$ cat src/ddsw_pkg.sv
// Package with shared constants and types for the dual converter serial write port.
package ddsw_pkg;

  // Word layout.
  localparam int unsigned WORD_BITS     = 24;
  localparam int unsigned DATA_BITS     = 16;
  localparam int unsigned CTRL_BITS     = 8;
  localparam int unsigned CNT_BITS      = 5;
  localparam int unsigned RSVD_HI_POS   = 23;
  localparam int unsigned RSVD_LO_POS   = 22;
  localparam int unsigned LOAD_B_POS    = 21;
  localparam int unsigned LOAD_A_POS    = 20;
  localparam int unsigned DONT_CARE_POS = 19;
  localparam int unsigned BUF_SEL_POS   = 18;
  localparam int unsigned PD1_POS       = 17;
  localparam int unsigned PD0_POS       = 16;

  // Reset values.
  localparam logic [WORD_BITS-1:0] WORD_RST  = 24'h000000;
  localparam logic [CNT_BITS-1:0]  COUNT_RST = 5'h00;
  localparam logic [CNT_BITS-1:0]  LAST_BIT  = 5'h17;

  // Timing, system clock 100 MHz.
  localparam int unsigned CLK_PERIOD_NS  = 10;
  localparam int unsigned REFRAME_GAP_NS = 100;
  localparam int unsigned REFRAME_GAP_CYC =
    (REFRAME_GAP_NS + CLK_PERIOD_NS - 1) / CLK_PERIOD_NS;
  localparam int unsigned SCLK_MAX_HI_SUPPLY_MHZ = 30;
  localparam int unsigned SCLK_MAX_LO_SUPPLY_MHZ = 20;
  // Host divider: half period in system cycles, 40 ns gives 12.5 MHz.
  localparam int unsigned HALF_PERIOD_CYC = 4;
  localparam int unsigned FIFO_DEPTH      = 8;

  // Host sender states.
  typedef enum logic [3:0] {
    DDSW_IDLE  = 4'b0001,
    DDSW_SHIFT = 4'b0010,
    DDSW_END   = 4'b0100,
    DDSW_GAP   = 4'b1000
  } ddsw_host_state_t;

endpackage
$ cat src/ddsw_if.sv
// Interface joining the host and device ends of the three-wire serial link.
`timescale 1ns/1ps
interface ddsw_if;
  logic sync_n;
  logic sclk;
  logic din;

  modport host (output sync_n, output sclk, output din);
  modport device (input sync_n, input sclk, input din);
endinterface

$ cat src/ddsw_fifo.sv
// Synchronous FIFO with valid and ready on both sides.
`timescale 1ns/1ps
module ddsw_fifo #(
  parameter int unsigned WIDTH = 24,
  parameter int unsigned DEPTH = 8
) (
  // Clock and reset.
  input  wire logic             clk,
  input  wire logic             srst,
  // Fill side.
  input  wire logic             in_valid,
  output logic                  in_ready,
  input  wire logic [WIDTH-1:0] in_data,
  // Drain side.
  output logic                  out_valid,
  input  wire logic             out_ready,
  output logic      [WIDTH-1:0] out_data
);
  localparam int unsigned AW = $clog2(DEPTH);

  logic [WIDTH-1:0] mem [DEPTH];
  logic [AW:0]      wr_q;
  logic [AW:0]      rd_q;
  wire              push = in_valid && in_ready;
  wire              pop  = out_valid && out_ready;

  // Full when pointers differ only in the wrap bit.
  assign in_ready  = !((wr_q[AW] != rd_q[AW]) && (wr_q[AW-1:0] == rd_q[AW-1:0]));
  assign out_valid = (wr_q != rd_q);
  assign out_data  = mem[rd_q[AW-1:0]];

  // Pointer update.
  always_ff @(posedge clk) begin
    if (srst) begin
      wr_q <= '0;
      rd_q <= '0;
    end else begin
      if (push) wr_q <= wr_q + 1'b1;
      if (pop) rd_q <= rd_q + 1'b1;
    end
  end

  // Storage write.
  always_ff @(posedge clk) begin
    if (push) mem[wr_q[AW-1:0]] <= in_data;
  end
endmodule

$ cat src/ddsw_host.sv
// Host end: takes 24-bit words from a FIFO and sends them over the serial link.
`timescale 1ns/1ps
module ddsw_host import ddsw_pkg::*; #(
  parameter int unsigned HALF_CYC = HALF_PERIOD_CYC,
  parameter int unsigned GAP_CYC  = REFRAME_GAP_CYC
) (
  // Clock and reset.
  input  wire logic                 clk,
  input  wire logic                 srst,
  // User word stream.
  input  wire logic                 word_valid,
  output logic                      word_ready,
  input  wire logic [WORD_BITS-1:0] word_data,
  // Status.
  output logic                      busy,
  // Link.
  ddsw_if.host                      link
);
  ///////////////////////////////////////////////////////////////////////////
  logic                 f_valid;
  logic                 f_ready;
  logic [WORD_BITS-1:0] f_data;
  ddsw_host_state_t     st_q;
  ddsw_host_state_t     st_d;
  logic [WORD_BITS-1:0] sh_q;
  logic [CNT_BITS-1:0]  bit_q;
  logic [7:0]           div_q;
  logic                 sclk_q;
  logic                 sync_n_q;
  logic                 busy_q;

  // The FIFO stalls the user when the link cannot keep up.
  ddsw_fifo #(.WIDTH(WORD_BITS), .DEPTH(FIFO_DEPTH)) u_fifo (
    .clk       (clk),
    .srst      (srst),
    .in_valid  (word_valid),
    .in_ready  (word_ready),
    .in_data   (word_data),
    .out_valid (f_valid),
    .out_ready (f_ready),
    .out_data  (f_data)
  );

  // Divider tick and edge decodes.
  wire tick      = (div_q == 8'(HALF_CYC - 1));
  wire fall_tick = tick && sclk_q;
  wire rise_tick = tick && !sclk_q;
  wire last_bit  = (bit_q == LAST_BIT);
  assign f_ready = (st_q == DDSW_IDLE);

  // Next state.
  always_comb begin
    st_d = st_q;
    unique case (st_q)
      DDSW_IDLE:  if (f_valid) st_d = DDSW_SHIFT;
      DDSW_SHIFT: if (fall_tick && last_bit) st_d = DDSW_END;
      DDSW_END:   if (tick) st_d = DDSW_GAP;
      DDSW_GAP:   if (div_q == 8'(GAP_CYC)) st_d = DDSW_IDLE;
    endcase
  end

  // Frame, clock and data sequencing.
  always_ff @(posedge clk) begin
    if (srst) begin
      st_q     <= DDSW_IDLE;
      sh_q     <= WORD_RST;
      bit_q    <= COUNT_RST;
      div_q    <= 8'h00;
      sclk_q   <= 1'b0;
      sync_n_q <= 1'b1;
      busy_q   <= 1'b0;
    end else begin
      st_q   <= st_d;
      busy_q <= (st_d != DDSW_IDLE);
      unique case (st_q)
        DDSW_IDLE: begin
          // The clock rests low between frames and rises in the same cycle that select falls.
          div_q <= 8'h00;
          if (f_valid) begin
            sh_q     <= f_data;
            sclk_q   <= 1'b1;
            sync_n_q <= 1'b0;
            bit_q    <= COUNT_RST;
          end
        end
        DDSW_SHIFT: begin
          div_q <= tick ? 8'h00 : div_q + 8'h01;
          if (tick) sclk_q <= !sclk_q;
          if (fall_tick) bit_q <= bit_q + 5'h01;
          // New bit set up on the rising edge, msb first.
          if (rise_tick && bit_q != COUNT_RST) sh_q <= {sh_q[WORD_BITS-2:0], 1'b0};
        end
        DDSW_END: begin
          div_q <= tick ? 8'h00 : div_q + 8'h01;
          if (tick) sync_n_q <= 1'b1;
        end
        DDSW_GAP: begin
          // Gap counted from the rise of select covers the 100 ns minimum.
          div_q <= div_q + 8'h01;
        end
      endcase
    end
  end

  // Link pins come from flip-flops; the rate stays at 12.5 MHz, below both supply limits.
  assign link.sclk   = sclk_q;
  assign link.sync_n = sync_n_q;
  assign link.din    = sh_q[WORD_BITS-1];
  assign busy        = busy_q;
endmodule

$ cat src/flat_wrapper.sv
// flat-port wrapper written by rule: the top's interface ports become plain ports
module ddsw_host_flat import ddsw_pkg::*;
#(
  parameter int unsigned HALF_CYC = HALF_PERIOD_CYC,
  parameter int unsigned GAP_CYC  = REFRAME_GAP_CYC
)
  (clk, srst, word_valid, word_ready, word_data, busy, link_sync_n, link_sclk, link_din);
  ddsw_if link_i ();
  input  wire logic clk;
  input  wire logic srst;
  input  wire logic word_valid;
  output logic word_ready;
  input  wire logic [WORD_BITS-1:0] word_data;
  output logic busy;
  output wire logic [$bits(link_i.sync_n)-1:0] link_sync_n;
  output wire logic [$bits(link_i.sclk)-1:0] link_sclk;
  output wire logic [$bits(link_i.din)-1:0] link_din;
  assign link_sync_n = link_i.sync_n;
  assign link_sclk = link_i.sclk;
  assign link_din = link_i.din;
  ddsw_host #(.HALF_CYC(HALF_CYC), .GAP_CYC(GAP_CYC)) u_core (.clk(clk), .srst(srst), .word_valid(word_valid), .word_ready(word_ready), .word_data(word_data), .busy(busy), .link(link_i));
endmodule
$ cat config.mk
export PLATFORM = sky130hd
export DESIGN_NAME = ddsw_host_flat
export DESIGN_NICKNAME = d
export VERILOG_FILES = /design/src/ddsw_pkg.sv /design/src/ddsw_if.sv /design/src/ddsw_fifo.sv /design/src/ddsw_host.sv /design/src/flat_wrapper.sv
export SDC_FILE = /design/constraint.sdc
export NUM_CORES = 1
export LEC_CHECK = 0
export BUFFER_PORTS_ARGS = -buffer_cell sky130_fd_sc_hd__clkbuf_2
export CORE_MARGIN = 4
export CORE_UTILIZATION = 55
export DETAILED_ROUTE_END_ITERATION = 10
export PLACE_DENSITY = 0.77
export RECOVER_POWER = 50
export SLEW_MARGIN = 20
export SYNTH_ARGS = -nofsm -noshare
export SYNTH_HDL_FRONTEND = slang
export SYNTH_SLANG_ARGS = --single-unit
$ cat constraint.sdc
create_clock -name clk -period 4.7 [get_ports clk]
set_clock_uncertainty 0.2 [all_clocks]
set_input_delay 0.94 -clock clk [delete_from_list [all_inputs] [get_ports clk]]
set_output_delay 0.94 -clock clk [all_outputs]
set_load 0.03 [all_outputs]
==> results of run 1 <==
cells by family after synthesis:
logic type	Yosys count	synth area share
simple gates	105	0.05727
xor+xnor	16	0.01522
flops	247	0.7079
compound gates	77	0.05482
fa+ha+maj	6	0.007739
buf+inv	37	0.01870
mux	74	0.1384
worst max-delay path by stage:
stage | from | to | cells after the start
5_1_grt | u_core.div_q[0] | u_core.sh_q[6] | 6
3_5_place_dp | u_core.st_q[1] | u_core.sh_q[6] | 6
4_1_cts | u_core.u_fifo.wr_q[1] | word_ready | 3
6_report | u_core.u_fifo.wr_q[1] | word_ready | 3
2_1_floorplan | word_valid | u_core.u_fifo.mem[0][0] | 3
3_3_place_gp | u_core.st_q[1] | u_core.sh_q[23] | 6
critical path: stages (launching register included):
cell	delay, ns
sky130_fd_sc_hd__dfxtp_1	0.52
sky130_fd_sc_hd__xor2_1	0.15
sky130_fd_sc_hd__or4_1	0.55
sky130_fd_sc_hd__clkbuf_2	0.21
cells in the mapped netlist, drive strengths merged, types with 2 or more instances:
cell | count | share of area
a211oi | 3 | 0.0023
a21boi | 2 | 0.0015
a21oi | 29 | 0.016
and3 | 6 | 0.0039
buf | 19 | 0.012
clkbuf | 11 | 0.0043
dfxtp | 55 | 0.11
edfxtp | 192 | 0.59
ha | 6 | 0.0077
inv | 7 | 0.0027
mux2i | 25 | 0.026
mux4 | 48 | 0.11
nand2 | 9 | 0.0035
nand2b | 3 | 0.0019
nand3 | 11 | 0.0057
nor2 | 50 | 0.019
nor2b | 2 | 0.0013
nor3 | 5 | 0.0026
nor4b | 3 | 0.0049
o211ai | 2 | 0.0015
o21ai | 8 | 0.0041
o22ai | 2 | 0.0019
o2bb2ai | 23 | 0.021
or2 | 2 | 0.0013
or3 | 5 | 0.0032
or4b | 3 | 0.0035
xnor2 | 5 | 0.0045
xor2 | 11 | 0.011
metal layers:
layer	share of wire	GRT usage
met5	0	0
met4	0.029	0.05201
met3	0.045	0.03019
met2	0.51	0.3107
met1	0.42	0.2385
through the flow:
step | utilization | power, mW
2_1_floorplan | - | 3.250
3_5_place_dp | 0.5836 | 3.429
4_1_cts | 0.6285 | 5.282
6_report | 0.6254 | 5.210
3_3_place_gp | 0.5836 | 3.400
5_1_grt | 0.6254 | 5.447
power groups by stage:
stage          Combinational [mW]  Sequential [mW]  Clock, mW
2_1_floorplan               0.611             2.64          0
5_1_grt                     0.778             2.68       1.99
3_5_place_dp                0.727             2.70          0
3_3_place_gp                0.704             2.70          0
4_1_cts                     0.731             2.66       1.89
6_report                    0.713             2.65       1.84
cell type report:
class / instances / area, um^2 / share of cell area
inverter: 7 / 26.28 / 0.002429
timing repair buffer: 42 / 200.2 / 0.01851
multi-input combinational: 278 / 2660 / 0.2459
clock buffer: 28 / 646.9 / 0.05980
sequential: 247 / 6872 / 0.6353
clock inverter: 17 / 130.1 / 0.01203
tap: 225 / 281.5 / 0.02603
state kept, by name, indices dropped and copies added, names as in the netlist, named ones only:
name	count
u_core.bit_q	5
u_core.busy	1
u_core.div_q	8
u_core.link.sclk	1
u_core.link.sync_n	1
u_core.sh_q	24
u_core.st_q	4
u_core.u_fifo.mem	192
u_core.u_fifo.rd_q	4
u_core.u_fifo.wr_q	4
==> impl_metrics.sql, run 1 <==
INSERT INTO impl_metrics (metric_group, metric, value, unit) VALUES
('outcome', 'outcome', 'complete, but fails checks', ''),
('outcome', 'failed_checks', 'capacitance limit, slew limit', ''),
('route', 'drt-initial-drc-count', '320', ''),
('cells_and_area', 'most_used_cells_in_the_layout_excluding_fill_and_tap_cells', 'sky130_fd_sc_hd__edfxtp_1 (192), sky130_fd_sc_hd__dfxtp_1 (53), sky130_fd_sc_hd__mux4_2 (48)', ''),
('clocking', 'ctsRootBufferMaster', 'sky130_fd_sc_hd__clkbuf_16', ''),
('critical_path', 'rr_startpoint', 'u_core.u_fifo.wr_q[1]', ''),
('timing', 'post-route-worst-setup-slack', '1.620', 'ns'),
('timing', 'setup_tns', '0', 'ns'),
('timing', 'timing.final.crit_share', '0.6554', ''),
('floorplan', 'core_area', '0.01730', 'mm^2'),
('place', 'port_buffers', '31', ''),
('cells_and_area', 'instances_no_fill', '844', ''),
('timing', 'finalWorstPathRequiredPeriod', '3.080', 'ns'),
('cells_and_area', 'layout_cells_sized_above_1', '0.1955', ''),
('critical_path', 'worst_r2r_endpoint', 'u_core.u_fifo.mem[5][23]', ''),
('clocking', 'clock_tree_from_tritoncts', 'yes', ''),
('power', 'cell_internal_pwr', '3.888', 'mW'),
('logic_synthesis', 'synth-seq-area-share', '0.7079', ''),
('cells_and_area', 'final_cell_area', '0.01082', 'mm^2'),
('route', 'detail_route.drc_violations', '0', ''),
('power', 'p_leak', '3.452', 'nW'),
('logic_synthesis', 'synthFlopType', 'sky130_fd_sc_hd__edfxtp_1', ''),
('global_routing', 'grt_overflow_total', '0', ''),
('logic_synthesis', 'synth.cell_area', '0.009701', 'mm^2'),
('critical_path', 'start_kind', 'register', ''),
('min_path', 'timing.hold.worst.class', 'reg -> reg', ''),
('floorplan', 'die_x', '140.8', 'um'),
('min_path', 'min_to', 'u_core.sh_q[8]', ''),
('logic_synthesis', 'postSynthNetCount', '595', ''),
('critical_path', 'end_kind', 'output port', ''),
('route', 'via_count', '4974', ''),
('job', 'cap_violations', '1', ''),
('clocking', 'cts_max_path_buffers', '3', ''),
('floorplan', 'chipHeight', '140.8', 'um'),
('timing', 'finalMaxSlewViolations', '25', ''),
('critical_path', 'rr_worst_depth', '5', ''),
('logic_synthesis', 'synth_cell_type_count', '53', ''),
('power', 'switching_share', '0.2538', ''),
('place', 'area_post_placement', '0.01009', 'mm^2'),
('clocking', 'hold_buffers', '0', ''),
('timing', 'fmax', '324.6', 'MHz'),
('clocking', 'insertion_delay', '0.51', 'ns'),
('min_path', 'min_from', 'u_core.sh_q[8]', ''),
('timing', 'setup_violations', '0', ''),
('power', 'pwr-share-comb', '0.137', ''),
('floorplan', 'core.rowCount', '48', ''),
('cells_and_area', 'mostFrequentLayoutCell', 'sky130_fd_sc_hd__edfxtp_1', ''),
('logic_synthesis', 'synth-edff-count', '192', ''),
('global_routing', 'grt_max_degree', '51', ''),
('cells_and_area', 'area_growth_syn_to_layout', '11.50', '%'),
('clocking', 'postCtsSetupRepairBufs', '0', ''),
('logic_synthesis', 'share_of_async_settable_or_async_resettable_flops_after_synthesis', '0', ''),
('place', 'gp_congestion', '0.7710', ''),
('cells_and_area', 'num-fill-cells', '1228', ''),
('route', 'route.detailed.wl_per_inst', '20.79', 'um'),
('logic_synthesis', 'gate_count_post_synth', '562', ''),
('route', 'detailed_route_vias_per_instance', '5.893', ''),
('place', 'dpl_worst_slack', '1.897', 'ns'),
('global_routing', 'grt_first_pass_wirelength', '27990', 'um'),
('place', 'place.detailed.hpwl', '10030', 'um'),
('logic_synthesis', 'yosysWarnings', '0', ''),
('timing', 'tightestPinTransition', '1.655', 'ns'),
('route', 'drt-total-wl', '17550', 'um'),
('power', 'power_switching', '1.322', 'mW'),
('clocking', 'htreeDepth', '1', ''),
('min_path', 'holdPathStages', '1', ''),
('clocking', 'ctsResizeCount', '0', ''),
('floorplan', 'floorplan.die_area', '0.01983', 'mm^2'),
('power', 'power_density', '481.7', 'mW/mm^2'),
('route', 'drt_pre_antenna_iters', '5', ''),
('global_routing', 'antenna_found_initial', '0', '');
No activity file was read; power rests on OpenSTA's default activity.
==> inputs of run 2 (changes only) <==
clock period = 2.85 ns   (was 4.7 ns; I/O delays follow)
==> impl_metrics.sql, run 2 (same netlist as run 1, synthesis figures left out) <==
INSERT INTO impl_metrics (metric_group, metric, value, unit) VALUES
('floorplan', 'floorplan.die_area', '0.01983', 'mm^2'),
('cells_and_area', 'layout_cells_sized_above_1', '0.2079', ''),
('timing', 'post-route-worst-setup-slack', '0.1987', 'ns'),
('critical_path', 'timing_worst_setup_path_type', 'reg -> reg', ''),
('power', 'clock_share_of_power', '0.361', ''),
('power', 'cell_internal_pwr', '6.589', 'mW'),
('cells_and_area', 'final_cell_area', '0.01099', 'mm^2'),
('timing', 'fmax', '377.2', 'MHz'),
('cells_and_area', 'area_growth_syn_to_layout', '13.29', '%'),
('power', 'p_leak', '3.532', 'nW'),
('critical_path', 'cp_slowest_stage_delay', '0.75', 'ns'),
('clocking', 'ctsRootBufferMaster', 'sky130_fd_sc_hd__clkbuf_16', ''),
('critical_path', 'rr_startpoint', 'u_core.u_fifo.rd_q[1]', ''),
('route', 'drt-initial-drc-count', '248', ''),
('critical_path', 'worstSetupStartpoint', 'u_core.u_fifo.rd_q[1]', ''),
('critical_path', 'worst_ep_required_time', '3.08', 'ns'),
('timing', 'setup_violations', '0', ''),
('critical_path', 'critical_path.n_buffers_inverters', '0', ''),
('place', 'port_buffers', '31', ''),
('critical_path', 'end_kind', 'register', ''),
('global_routing', 'overall_routing_resource_usage', '0.1827', ''),
('clocking', 'insertion_delay', '0.52', 'ns'),
('min_path', 'timing.hold.worst.class', 'in -> reg', ''),
('power', 'power_switching', '2.181', 'mW'),
('critical_path', 'critical_path.cell_chain', 'xor2_2 -> or4b_4 -> a21oi_2 -> and2_1 -> o2bb2ai_1', ''),
('cells_and_area', 'largest_register_ffs', '192', ''),
('floorplan', 'core_area', '0.01730', 'mm^2'),
('cells_and_area', 'mostFrequentLayoutCell', 'sky130_fd_sc_hd__edfxtp_1', ''),
('timing', 'rsz0062_at_grt', 'false', ''),
('critical_path', 'max_stage_delay_cell_worst_path', 'sky130_fd_sc_hd__and2_1', ''),
('clocking', 'ctsResizeCount', '0', ''),
('place', 'placed_cell_count', '809', ''),
('clocking', 'clock_tree_from_tritoncts', 'yes', ''),
('place', 'place.detailed.hpwl', '10270', 'um'),
('global_routing', 'first_global_vias', '5233', ''),
('power', 'ir_worst_vdd', '0.5530', 'mV'),
('critical_path', 'start_kind', 'register', ''),
('cells_and_area', 'final_core_utilization', '0.6353', ''),
('cells_and_area', 'most_used_cells_in_the_layout_excluding_fill_and_tap_cells', 'sky130_fd_sc_hd__edfxtp_1 (192), sky130_fd_sc_hd__dfxtp_1 (53), sky130_fd_sc_hd__mux4_2 (48)', ''),
('timing', 'finalWorstPathRequiredPeriod', '2.651', 'ns'),
('route', 'detailed_route_vias_per_instance', '5.842', ''),
('job', 'cap_violations', '0', ''),
('power', 'pwr-share-comb', '0.150', ''),
('clocking', 'cts_made_buffers', '25', ''),
('clocking', 'cts_num_sinks', '247', ''),
('clocking', 'hold_buffers', '0', ''),
('outcome', 'outcome', 'completed', ''),
('floorplan', 'io_pins', '32', ''),
('power', 'power_density', '798.1', 'mW/mm^2'),
('cells_and_area', 'instances_no_fill', '855', ''),
('place', 'dpl_worst_slack', '0.2249', 'ns'),
('route', 'antenna_violating_nets_post_route', '0', ''),
('clocking', 'postCtsSetupRepairBufs', '0', ''),
('route', 'drt-total-wl', '17550', 'um'),
('cells_and_area', 'finish.net_count', '644', ''),
('timing', 'slew_headroom', '0.3775', ''),
('floorplan', 'die_x', '140.8', 'um'),
('power', 'switching_share', '0.2487', ''),
('timing', 'setup_tns', '0', 'ns'),
('timing', 'final_count_of_hold_timing_violations', '0', ''),
('place', 'gp_congestion', '0.8298', ''),
('critical_path', 'critPathTopFamily', 'simple AND/OR/NAND/NOR gates', ''),
('route', 'detail_route.drc_violations', '0', ''),
('min_path', 'min_from', 'word_data[7]', ''),
('power', 'power_frac_seq', '0.489', ''),
('route', 'route.detailed.wl_per_inst', '20.53', 'um'),
('cells_and_area', 'num_antenna_cells', '0', ''),
('clocking', 'htreeDepth', '1', ''),
('place', 'area_post_placement', '0.01022', 'mm^2'),
('global_routing', 'antenna_found_initial', '0', ''),
('clocking', 'cts.clk_slew.worst_paths', '0.06', 'ns'),
('global_routing', 'grt_first_pass_wirelength', '28330', 'um'),
('global_routing', 'grt_max_degree', '49', ''),
('floorplan', 'core.rowCount', '48', ''),
('critical_path', 'rrSetupSlack', '0.20', 'ns'),
('global_routing', 'grt_overflow_total', '0', ''),
('route', 'via_count', '4995', ''),
('floorplan', 'chipHeight', '140.8', 'um'),
('critical_path', 'critical_path_arrival', '2.88', 'ns'),
('floorplan', 'start_util', '0.5608', ''),
('clocking', 'cts_max_path_buffers', '3', ''),
('critical_path', 'worstPathMaxFanout', '23', ''),
('timing', 'tightestPinTransition', '0.9338', 'ns'),
('timing', 'finalMaxSlewViolations', '0', ''),
('timing', 'timing.final.crit_share', '0.9303', ''),
('route', 'drt_pre_antenna_iters', '5', '');
## run 2: worst register-to-register path, stage by stage, from the launching register on
cell and delay, ns:
sky130_fd_sc_hd__dfxtp_1 0.36, sky130_fd_sc_hd__xor2_2 0.20, sky130_fd_sc_hd__or4b_4 0.61, sky130_fd_sc_hd__a21oi_2 0.24, sky130_fd_sc_hd__and2_1 0.75, sky130_fd_sc_hd__o2bb2ai_1 0.20
## run 2: cell type report
type,instances,area (um^2)
sequential,247,6872
clock inverter,10,52.55
tap,225,281.5
clock buffer,36,769.5
multi-input combinational,278,2685
fill,1203,6307
timing repair buffer,52,302.8
inverter,7,26.28
## run 2: worst paths after layout
| check | end | cells after the start |
|---|---|---|
| max | u_core.sh_q[16] | 5 |
| min reg2reg | u_core.sh_q[11] | 1 |
| max reg2reg | u_core.sh_q[16] | 5 |
| min | u_core.u_fifo.mem[2][7] | 1 |
## run 2: metal layers
layer  wire length [um]  vias to the layer above  global-route usage
met3                924                       37             0.03223
li1                   -                     2312                   -
met5                  0                        -                   0
met4                456                        0             0.05864
met2               8946                      123              0.3148
met1               7223                     2523              0.2386
## run 2: power by group through the flow
stage | Clock (mW) | Combinational (mW) | Sequential, mW
final | 3.16 | 1.32 | 4.29
after global routing | 3.40 | 1.45 | 4.31
after CTS | 3.23 | 1.36 | 4.29
after detailed placement | 0 | 1.35 | 4.36
after global placement | 0 | 1.31 | 4.35
after floorplan | 0 | 1.01 | 4.35
## run 2: per-stage QoR
| step | total power, mW | hold slack [ns] |
|---|---|---|
| finish | 8.770 | 0.1879 |
| global route | 9.170 | 0.1954 |
| CTS | 8.875 | 0.1076 |
| detailed placement | 5.711 | 0.2490 |
| global placement | 5.654 | 0.2460 |
| floorplan | 5.361 | 0.2327 |
